**config.mk**
```make
export PLATFORM = sky130hd
export DESIGN_NAME = srk_regs
export DESIGN_NICKNAME = d
export VERILOG_FILES = /design/src/srk_pkg.sv /design/src/srk_ka_timer.sv /design/src/srk_regs.sv
export VERILOG_INCLUDE_DIRS = /design/src
export SDC_FILE = /design/constraint.sdc
export NUM_CORES = 1
export LEC_CHECK = 0
export BUFFER_PORTS_ARGS = -buffer_cell sky130_fd_sc_hd__buf_4
export CELL_PAD_IN_SITES_DETAIL_PLACEMENT = 0
export CELL_PAD_IN_SITES_GLOBAL_PLACEMENT = 2
export CORE_MARGIN = 2
export CORE_UTILIZATION = 36
export DETAILED_ROUTE_END_ITERATION = 8
export GPL_ROUTABILITY_DRIVEN = 0
export PLACE_DENSITY = 0.88
export SYNTH_ARGS = -nofsm -noshare
export SYNTH_HDL_FRONTEND = slang
export SYNTH_SLANG_ARGS = --single-unit
export TNS_END_PERCENT = 1
```
**constraint.sdc**
```tcl
create_clock -name clk_i -period 4.7 [get_ports clk_i]
set_input_delay 0.235 -clock clk_i [delete_from_list [all_inputs] [get_ports clk_i]]
set_output_delay 0.235 -clock clk_i [all_outputs]
set_load 0.01 [all_outputs]
```
**src/srk_params.svh**
```systemverilog
`ifndef SRK_PARAMS_SVH
`define SRK_PARAMS_SVH
`define SRK_OFF_RSR 6'h26
`define SRK_OFF_RD 6'h28
`define SRK_OFF_WR 6'h2a
`define SRK_OFF_IMR 6'h2c
`define SRK_OFF_FRAG 6'h2d
`define SRK_OFF_KA 6'h2f
`define SRK_RST_PTR 16'h0000
`define SRK_RST_MASK 8'hff
`define SRK_RST_FRAG 16'h4000
`define SRK_RST_KA 8'h00
`define SRK_MASK_USED 8'h1f
`define SRK_CLK_HZ 50000000
`define SRK_KA_UNIT_S 5
`define SRK_TICKS_PER_UNIT (`SRK_CLK_HZ * `SRK_KA_UNIT_S)
`define SRK_KB_SHIFT 10
`define SRK_MODE_TCP 4'h1
`endif

```
**src/srk_pkg.sv**
```systemverilog
package srk_pkg;
  typedef enum logic [1:0] {
    SRK_KA_IDLE = 2'b00,
    SRK_KA_ARMED = 2'b01,
    SRK_KA_SEND = 2'b10
  } srk_ka_e;
  typedef logic [15:0] srk_ptr_t;
endpackage

```
**src/srk_ka_timer.sv**
```systemverilog
`include "srk_params.svh"
module srk_ka_timer
  import srk_pkg::*;
#(
  parameter int unsigned TICKS_PER_UNIT = `SRK_TICKS_PER_UNIT
)
(
  input wire logic clk_i,
  input wire logic nrst_i,
  input wire logic en_i,
  input wire logic run_i,
  input wire logic [7:0] units_i,
  output logic expire_o
);
  logic [27:0] tick;
  logic [7:0] unit_cnt;
  wire tick_end = (tick == 28'(TICKS_PER_UNIT - 1));
  wire unit_end = (unit_cnt == units_i - 8'h01);
  always_ff @(posedge clk_i or negedge nrst_i)
  begin
    if (!nrst_i)
    begin
      tick <= '0;
      unit_cnt <= '0;
      expire_o <= 1'b0;
    end
    else if (en_i)
    begin
      expire_o <= 1'b0;
      if (!run_i)
      begin
        tick <= '0;
        unit_cnt <= '0;
      end
      else if (tick_end)
      begin
        tick <= '0;
        unit_cnt <= unit_end ? 8'h00 : unit_cnt + 8'h01;
        expire_o <= unit_end;
      end
      else
        tick <= tick + 28'h0000001;
    end
  end
endmodule // srk_ka_timer

```
**src/srk_regs.sv**
```systemverilog
`include "srk_params.svh"
module srk_regs
  import srk_pkg::*;
#(
  parameter int unsigned TICKS_PER_UNIT = `SRK_TICKS_PER_UNIT
)
(
  input wire logic clk_i,
  input wire logic nrst_i,
  input wire logic en_i,
  input wire logic [5:0] addr_i,
  input wire logic wr_i,
  input wire logic rd_i,
  input wire logic [7:0] wdata_i,
  output logic [7:0] rdata_o,
  input wire logic open_cmd_i,
  input wire logic receive_notify_command_notify_i,
  input wire logic manual_ka_i,
  input wire logic rx_byte_i,
  input wire logic tx_byte_i,
  input wire logic [3:0] protocol_mode_i,
  input wire logic state_connected_i,
  input wire logic [4:0] rx_buffer_size_setting_i,
  input wire logic [13:0] rx_base_i,
  input wire logic [4:0] event_i,
  input wire logic flag_clear_i,
  input wire logic [4:0] flag_clear_bits_i,
  input wire logic common_irq_bit_i,
  output logic [4:0] socket_event_flags_o,
  output logic interrupt_out_low_o,
  output logic [15:0] ip_fragment_field_o,
  output logic keepalive_packet_o,
  output logic [13:0] rx_phys_addr_o,
  output logic [15:0] rx_notified_ptr_o
);
  srk_ptr_t rx_read_pointer;
  srk_ptr_t rx_write_pointer;
  srk_ptr_t rx_notified;
  logic [7:0] socket_event_mask;
  logic [15:0] ip_fragment_field;
  logic [7:0] keepalive_interval;
  logic [4:0] flags;
  logic had_data;
  logic next_data_out;
  srk_ka_e ka_state;
  srk_ka_e next_ka_state;
  logic expire;
  logic [7:0] rdata;

  function automatic logic hit(input logic [5:0] a, input logic [5:0] o);
    hit = (a == o);
  endfunction

  ////////////////////////////////////////////////////////////////////////////
  // decode and derived values
  // difference wraps modulo 2^16 just like both pointers
  wire srk_ptr_t rx_received_size =
    rx_write_pointer - rx_read_pointer;
  wire wr_rd_hi = wr_i && hit(addr_i, `SRK_OFF_RD);
  wire wr_rd_lo = wr_i && hit(addr_i, `SRK_OFF_RD + 6'h01);
  wire wr_imr = wr_i && hit(addr_i, `SRK_OFF_IMR);
  wire wr_fr_hi = wr_i && hit(addr_i, `SRK_OFF_FRAG);
  wire wr_fr_lo = wr_i && hit(addr_i, `SRK_OFF_FRAG + 6'h01);
  wire wr_ka = wr_i && hit(addr_i, `SRK_OFF_KA);
  wire tcp_mode = (protocol_mode_i == `SRK_MODE_TCP);
  wire ka_allowed = tcp_mode && state_connected_i && had_data;
  wire auto_run = ka_allowed && (keepalive_interval != 8'h00);
  // a manual request is only honoured while the interval is zero
  wire manual_ok =
    manual_ka_i && (keepalive_interval == 8'h00);
  wire [15:0] buf_bytes =
    16'({11'h000, rx_buffer_size_setting_i} << `SRK_KB_SHIFT);
  wire [15:0] buf_mask = buf_bytes - 16'h0001;
  // sizes are powers of two so modulo is a mask
  wire [15:0] rx_off = rx_read_pointer & buf_mask;
  assign rx_phys_addr_o = rx_base_i + rx_off[13:0];
  assign rx_notified_ptr_o = rx_notified;
  assign socket_event_flags_o = flags;
  assign ip_fragment_field_o = ip_fragment_field;
  wire [4:0] pend = flags & socket_event_mask[4:0];
  assign interrupt_out_low_o = ~((|pend) && common_irq_bit_i);

  always_comb
  begin
    case (addr_i)
      `SRK_OFF_RSR: rdata = rx_received_size[15:8];
      `SRK_OFF_RSR + 6'h01: rdata = rx_received_size[7:0];
      `SRK_OFF_RD: rdata = rx_read_pointer[15:8];
      `SRK_OFF_RD + 6'h01: rdata = rx_read_pointer[7:0];
      `SRK_OFF_WR: rdata = rx_write_pointer[15:8];
      `SRK_OFF_WR + 6'h01: rdata = rx_write_pointer[7:0];
      `SRK_OFF_IMR: rdata = socket_event_mask;
      `SRK_OFF_FRAG: rdata = ip_fragment_field[15:8];
      `SRK_OFF_FRAG + 6'h01: rdata = ip_fragment_field[7:0];
      `SRK_OFF_KA: rdata = keepalive_interval;
      default: rdata = 8'h00;
    endcase
  end

  // one packet per send state; armed only while keepalive is allowed
  always_comb
  begin
    next_ka_state = ka_state;
    next_data_out = 1'b0;
    case (ka_state)
      SRK_KA_IDLE:
        if (ka_allowed)
          next_ka_state = SRK_KA_ARMED;
      SRK_KA_ARMED:
        if (!ka_allowed)
          next_ka_state = SRK_KA_IDLE;
        else if (expire || manual_ok)
          next_ka_state = SRK_KA_SEND;
      SRK_KA_SEND:
      begin
        next_data_out = 1'b1;
        next_ka_state = ka_allowed ? SRK_KA_ARMED : SRK_KA_IDLE;
      end
      default: next_ka_state = SRK_KA_IDLE;
    endcase
  end

  // timer stays cleared unless automatic mode may run
  srk_ka_timer #(.TICKS_PER_UNIT(TICKS_PER_UNIT)) srk_ka_timer_i (
    .clk_i(clk_i),
    .nrst_i(nrst_i),
    .en_i(en_i),
    .run_i(auto_run),
    .units_i(keepalive_interval),
    .expire_o(expire)
  );

  ////////////////////////////////////////////////////////////////////////////
  // pointers
  always_ff @(posedge clk_i or negedge nrst_i)
  begin
    if (!nrst_i)
    begin
      rx_read_pointer <= `SRK_RST_PTR;
      rx_write_pointer <= `SRK_RST_PTR;
      rx_notified <= `SRK_RST_PTR;
    end
    else if (en_i)
    begin
      // open wins over a same-cycle pointer write or byte
      if (open_cmd_i)
      begin
        rx_read_pointer <= `SRK_RST_PTR;
        rx_write_pointer <= `SRK_RST_PTR;
        rx_notified <= `SRK_RST_PTR;
      end
      else
      begin
        if (wr_rd_hi)
          rx_read_pointer[15:8] <= wdata_i;
        if (wr_rd_lo)
          rx_read_pointer[7:0] <= wdata_i;
        // wraps naturally at 16 bits; refuse to exceed buffer size
        if (rx_byte_i && (rx_received_size < buf_bytes))
          rx_write_pointer <= rx_write_pointer + 16'h0001;
        if (receive_notify_command_notify_i)
          rx_notified <= rx_read_pointer;
      end
    end
  end

  ////////////////////////////////////////////////////////////////////////////
  // configuration, flags, keepalive
  always_ff @(posedge clk_i or negedge nrst_i)
  begin
    if (!nrst_i)
    begin
      socket_event_mask <= `SRK_RST_MASK;
      ip_fragment_field <= `SRK_RST_FRAG;
      keepalive_interval <= `SRK_RST_KA;
      flags <= '0;
      had_data <= 1'b0;
      ka_state <= SRK_KA_IDLE;
      keepalive_packet_o <= 1'b0;
      rdata_o <= 8'h00;
    end
    else if (en_i)
    begin
      if (wr_imr)
        socket_event_mask <= wdata_i & `SRK_MASK_USED;
      if (wr_fr_hi)
        ip_fragment_field[15:8] <= wdata_i;
      if (wr_fr_lo)
        ip_fragment_field[7:0] <= wdata_i;
      if (wr_ka)
        keepalive_interval <= wdata_i;
      // set wins over clear
      flags <= (flags & ~({5{flag_clear_i}} & flag_clear_bits_i))
               | (event_i & socket_event_mask[4:0]);
      if (open_cmd_i || !state_connected_i)
        had_data <= 1'b0;
      else if (rx_byte_i || tx_byte_i)
        had_data <= 1'b1;
      ka_state <= next_ka_state;
      keepalive_packet_o <= next_data_out;
      // read data is captured only on a read strobe and then stands
      if (rd_i)
        rdata_o <= rdata;
    end
  end
endmodule // srk_regs

```
Word-level counts from Yosys, hierarchy flattened
Cells that the tools add are included.
{"block": "op_classes", "n_bitwise": 8, "muxes": 23, "order_cmp": 1, "n_addsub": 7, "n_reduce_logical": 37, "n_eq_ne": 18}
{"operator": "$mux W16", "n": 5}
{"operator": "$pmux W8 S10", "n": 1}
{"operator": "$eq A6 B6 Y1 const B", "n": 10}
{"operator": "$mux W28", "n": 2}
{"operator": "$mux W8", "n": 5}
{"operator": "$add A28 B1 Y28 const B", "n": 1}
{"operator": "$eq A28 B28 Y1 const B", "n": 1}
{"operator": "$reduce_and A2 Y1", "n": 11}
{"operator": "$and A5 B5 Y5", "n": 4}
{"operator": "$add A16 B1 Y16 const B", "n": 1}
{"operator": "$lt A16 B15 Y1", "n": 1}
{"operator": "$sub A16 B16 Y16", "n": 1}
{"operator": "$add A14 B14 Y14", "n": 1}
{"operator": "$and A14 B14 Y14", "n": 1}
{"operator": "$sub A14 B1 Y14 const B", "n": 1}
{"operator": "$logic_and A1 B1 Y1", "n": 12}
{"operator": "$reduce_bool A2 Y1", "n": 5}
{"operator": "$add A8 B1 Y8 const B", "n": 1}
{"operator": "$eq A8 B8 Y1", "n": 1}
{"operator": "$logic_not A8 Y1", "n": 1}
{"operator": "$reduce_bool A8 Y1", "n": 1}
{"operator": "$sub A8 B1 Y8 const B", "n": 1}
{"operator": "$mux W1", "n": 6}
{"operator": "$mux W2", "n": 3}
{"operator": "other kinds (14)", "n": 17}
{"block": "totals", "word_cells": 110, "out_inout_bits": 61, "in_bits": 60, "register_bits": 134}

Logic depth before layout (Yosys ltp)
{"block": "depth", "ltp_word": 6, "mapped_depth": 16, "depth_no_buf": 15}

Modules after synthesis
A second synthesis with hierarchy kept.
{"block": "hier_totals", "cells_unflattened": 861, "area_unflattened_um2": 8425.6}
{"mod": "srk_regs", "seq_area_each_um2": 2386.0, "cells_each": 620, "area_per_inst_um2": 6233.5, "n_inst": 1}
{"mod": "srk_ka_timer", "seq_area_each_um2": 925.9, "cells_each": 241, "area_per_inst_um2": 2192.1, "n_inst": 1}

Worst setup path after synthesis
OpenSTA, ideal clock, no wires.
{"block": "synth_timing", "kind": "register to register", "startpoint": "register rx_write_pointer[0]", "endpoint": "register rx_write_pointer[1]", "t_required_ns": 4.579, "stages_incl_launch_ff": 17, "path_slack_ns": 0.749, "setup_time_ns": 0.121, "n_path_buf": 1, "arrival_ns": 3.830, "synth_period_minus_slack_ns": 3.951, "cell_sequence": "dfrtp_1 inv_1 ha_1 fa_1 and2b_1 o2111ai_2 a2111oi_0 o31ai_1 o21ai_0 xor2_1 ha_1 a211oi_1 o21ai_0 a211o_1 and2_1 clkbuf_1 a22o_1"}
{"block": "synth_between", "elab_chain_cells": 5, "elab_cells_between_ends": 8, "classes_between": "add/sub: 2; order compare: 1; mux: 2; reduce/logical: 3"}
{"element": "start: declaration", "line": "srk_regs.sv:37", "source": "srk_ptr_t rx_write_pointer;"}
{"element": "start signal: assignment", "line": "srk_regs.sv:140", "source": "rx_write_pointer <= `SRK_RST_PTR;"}
{"element": "start signal: assignment", "line": "srk_regs.sv:149", "source": "rx_write_pointer <= `SRK_RST_PTR;"}
{"element": "start signal: assignment", "line": "srk_regs.sv:160", "source": "rx_write_pointer <= rx_write_pointer + 16'h0001;"}
{"element": "$sub A16 B16 Y16", "line": "srk_regs.sv:58", "source": "rx_write_pointer - rx_read_pointer;"}
{"element": "$lt A16 B15 Y1", "line": "srk_regs.sv:159", "source": "if (rx_byte_i && (rx_received_size < buf_bytes))"}
{"element": "$logic_and A1 B1 Y1", "line": "srk_regs.sv:159"}
{"element": "$reduce_bool A2 Y1 (no line)"}
{"element": "$reduce_and A2 Y1 (no line)"}
Parallel ways exist; a longest one is shown, timed or not. The select of a mux whose other input is x is not followed.
A chain may end at the register's enable or synchronous reset.

Worst setup path in the final report
{"block": "layout_timing", "startpoint": "register rx_write_pointer[0]", "endpoint": "register rx_write_pointer[6]"}
The elaborated chain is that of the path after synthesis.

==> metrics.md <==
| Metric | Value |
|---|---|
| YS warnings | 0 |
| CTS tree | yes |
| Crit-path max cell delay | 0.50 ns |
| CP arrival | 4.74 ns |
| Yosys cell types | 71 |
| Drt total wl | 25.0 mm |
| Die height | ~160 um |
| Overflow after GRT | 0 |
| Final hold vios | 0 |
| Vias | just over 7000 |
| Die area | 24300 um^2 |
| Commonest cells in the netlist | dfrtp_1, nand2_1, nor2_1, a21oi_1, xnor2_1 |
| Filler instances | between 2000 and 2500 |
| Final setup skew | roughly 0.0067 ns |
| Post-synth EDFFs | 0 |
| Crit-path cells | inv_1 -> ha_1 -> fa_1 -> and2b_1 -> o2111ai_2 -> a2111oi_2 -> o31ai_1 -> o21ai_0 -> xor2_1 -> ha_1 -> a211oi_1 -> o21ai_0 -> a211o_2 -> or4_1 -> nand3_1 |
| Cell area after synthesis | 8310 um^2 |
| Critical Path RT | 5.05 ns |
| Post-synthesis sequential area ratio | 39.9% |
| Die X | 156 um |
| Fraction of layout cells with a size suffix above 1 | between 20% and 30% |
| Top cell type by total area after synthesis | dfrtp_1 |
| Cell family with most CP delay | compound AO/OA/AOI/OAI gates |
| Leakage | 4.58 nW |
| Final net count | 1090 |
| Clock tree buffer depth | 2 |
| Largest net degree at the start of global routing | 98 |
| Root Driver | clkbuf_16 |
| Max Cap Viol | 0 |
| CTS H-Tree Depth | 4 |
| WP buf/inv | 1 |
| Post-synth ARST share | 100% |
| Worst hold-check path type | in2reg |
| Vias in the first global route | around 7000 |
| Area Growth Syn to Fin | 22.9% |
| First-iteration detailed-routing DRC count | 427 |
| Peak supply drop | 229 uV |
| Clock sink count | 132 |
| PD cells | 306 nW/um^2 |
| Placed Cells incl. Taps | 1256 |
| Largest cells by area after synthesis | dfrtp_1, ha_1, mux2_2 |
| Tot GR Track Use | 20.9% |
| Post-DP HPWL | 18.3 mm |
| RSZ-0062 raised after global routing | no |
| # rows | 55 |
| Crit path kind | reg2reg |
| Max_slew headroom | 24.3% |
| Final TNS setup | 0 ns |
| Actual slew at the worst max-slew pin | 1.13 ns |
| PortBufs | 120 |
| Mean post-synth cell area | 9.63 um^2 |
| Storage cell area | 3310 um^2 |
| Flop2flop setup slack | 0.31 ns |
| Crit. End Element | flop |
| CTS buffer count | 17 |
| ANT cells | 0 |
| Area used by multi-input combinational logic | 4750 um^2 |
| First-pass GRT wire length | 39.4 mm |
| Min setup slack post-route | 0.313 ns |
| Routed Antenna Nets | 0 |
| Wirelength per Cell | around 19 um |
| Main synth FF type | dfrtp_1 |
| IO Pins | approximately 120 |
| Area of the core region | between 20000 and 25000 um^2 |
| Final setup violation count | 0 |
| Initial antenna violation count | 0 |
| Setup Slack @ Placement | 0.172 ns |
| FMAX | around 0.23 GHz |
| Initial core utilization | between 30% and 40% |
| CP startpoint kind | flop |
| Min Hold Slack | 0.0653 ns |
| Pins over their slew limit | 0 |
| Seq cells post-synth | 132 |
| Syn Inst Count | 863 |
| Syn_nets | a little under 1000 |
| Total Power Consumption | around 3.1 mW |
| Fin crit period | 4.39 ns |
| Slowest stage cell on the critical path | or4_1 |
| Drt pass-1 iters | 4 |
| Fin crit share | 93.3% |
| Count leader, synth | dfrtp_1 |
| Post-route insts no fill | 1289 |
| Worst-path clk slew | ~0.06 ns |
| Via density | roughly 5.5 |
| Post-synth top area share | 37.6% |
| Crit-path max FO | 11 |
| Worst skew pair latency | 0.42 ns |
| Status | finished clean |
| DRC violations left | 0 |
==> cell usage in the layout, fill, tap and decap left out, drive strengths merged, types with 14 or more instances in the layout <==
cell     Yosys  layout
nor2b       24      24
buf          8     135
nand2       77      77
nor2        68      68
xnor2       39      39
and3        14      14
nor3        26      26
ha          37      37
mux2        31      31
inv         38      41
nand3       28      28
o2bb2ai     19      19
a22o        22      22
xor2        27      27
a21oi       52      52
dfrtp      125     125
nand4       17      17
clkbuf      19      18
o21ai       36      36
==> timing repair <==
action | 4_1_cts | 5_1_grt
buffers inserted | 0 | 0
hold buffers | 1 | 0
endpoints found under the hold margin | 29 | 0
gates resized for setup | 0 | 3
setup endpoints to repair | 0 | 12
==> where the power goes <==
group / leakage (nW) / internal (mW) / switching, mW
Sequential: 1.79 / 1.18 / 0.0484
Clock: 0.291 / 0.855 / 0.553
Combinational: 2.50 / 0.214 / 0.273
Total: 4.58 / 2.25 / 0.874
==> registers in the layout, summed over array words and instances, names as in the netlist <==
| signal | flops |
|---|---|
| rx_notified_ptr_o | 16 |
| rdata_o | 8 |
| had_data | 1 |
| srk_ka_timer_i.tick | 28 |
| ka_state | 2 |
| keepalive_interval | 8 |
| socket_event_flags_o | 5 |
| socket_event_mask | 6 |
| keepalive_packet_o | 1 |
| rx_read_pointer | 16 |
| ip_fragment_field_o | 16 |
| rx_write_pointer | 16 |
| srk_ka_timer_i.expire_o | 1 |
| srk_ka_timer_i.unit_cnt | 8 |
==> area by class of cell <==
type	instances	area share (%)
Tap cell	285	3.49
Clock buffer	18	4.30
Clock inverter	14	1.73
Sequential cell	132	32.4
Timing Repair Buffer	136	10.1
Inverter	40	1.47
Multi-Input combinational cell	664	46.5
==> final timing paths <==
check	start	to	depth (start not counted)
min	event_i[3]	socket_event_flags_o[3]	2
max reg2reg	rx_write_pointer[0]	rx_write_pointer[6]	15
max in group asynchronous	nrst_i	ip_fragment_field_o[14]	3
max	rx_write_pointer[0]	rx_write_pointer[6]	15
min reg2reg	rdata_o[0]	rdata_o[0]	2
min in group asynchronous	nrst_i	rx_write_pointer[10]	2
==> cell families after synthesis <==
group	count (synthesis)	share of synthesized area [%]
AND/OR/NAND/NOR	306	18.4
buffers and inverters	67	3.07
XOR/XNOR	66	6.96
flip-flops	132	39.9
AO/OA/AOI/OAI	206	17.6
multiplexers	47	8.09
adder cells (fa/ha/maj)	39	6.05
==> stage by stage <==
stage	util (%)	cell area, um^2
global placement	42.3	9580
detailed placement	42.3	9580
global route	45.1	10200
floorplan	-	8310
CTS	45.1	10200
finish	45.1	10200
==> per-layer routing <==
metal | track usage, % | share of wire, %
met1 | 29.2 | 47
met2 | 33.4 | 46
met3 | 3.86 | 5.0
met4 | 5.46 | 1.6
met5 | 0 | 0
Note: power is estimated with default switching activity, not from simulation.
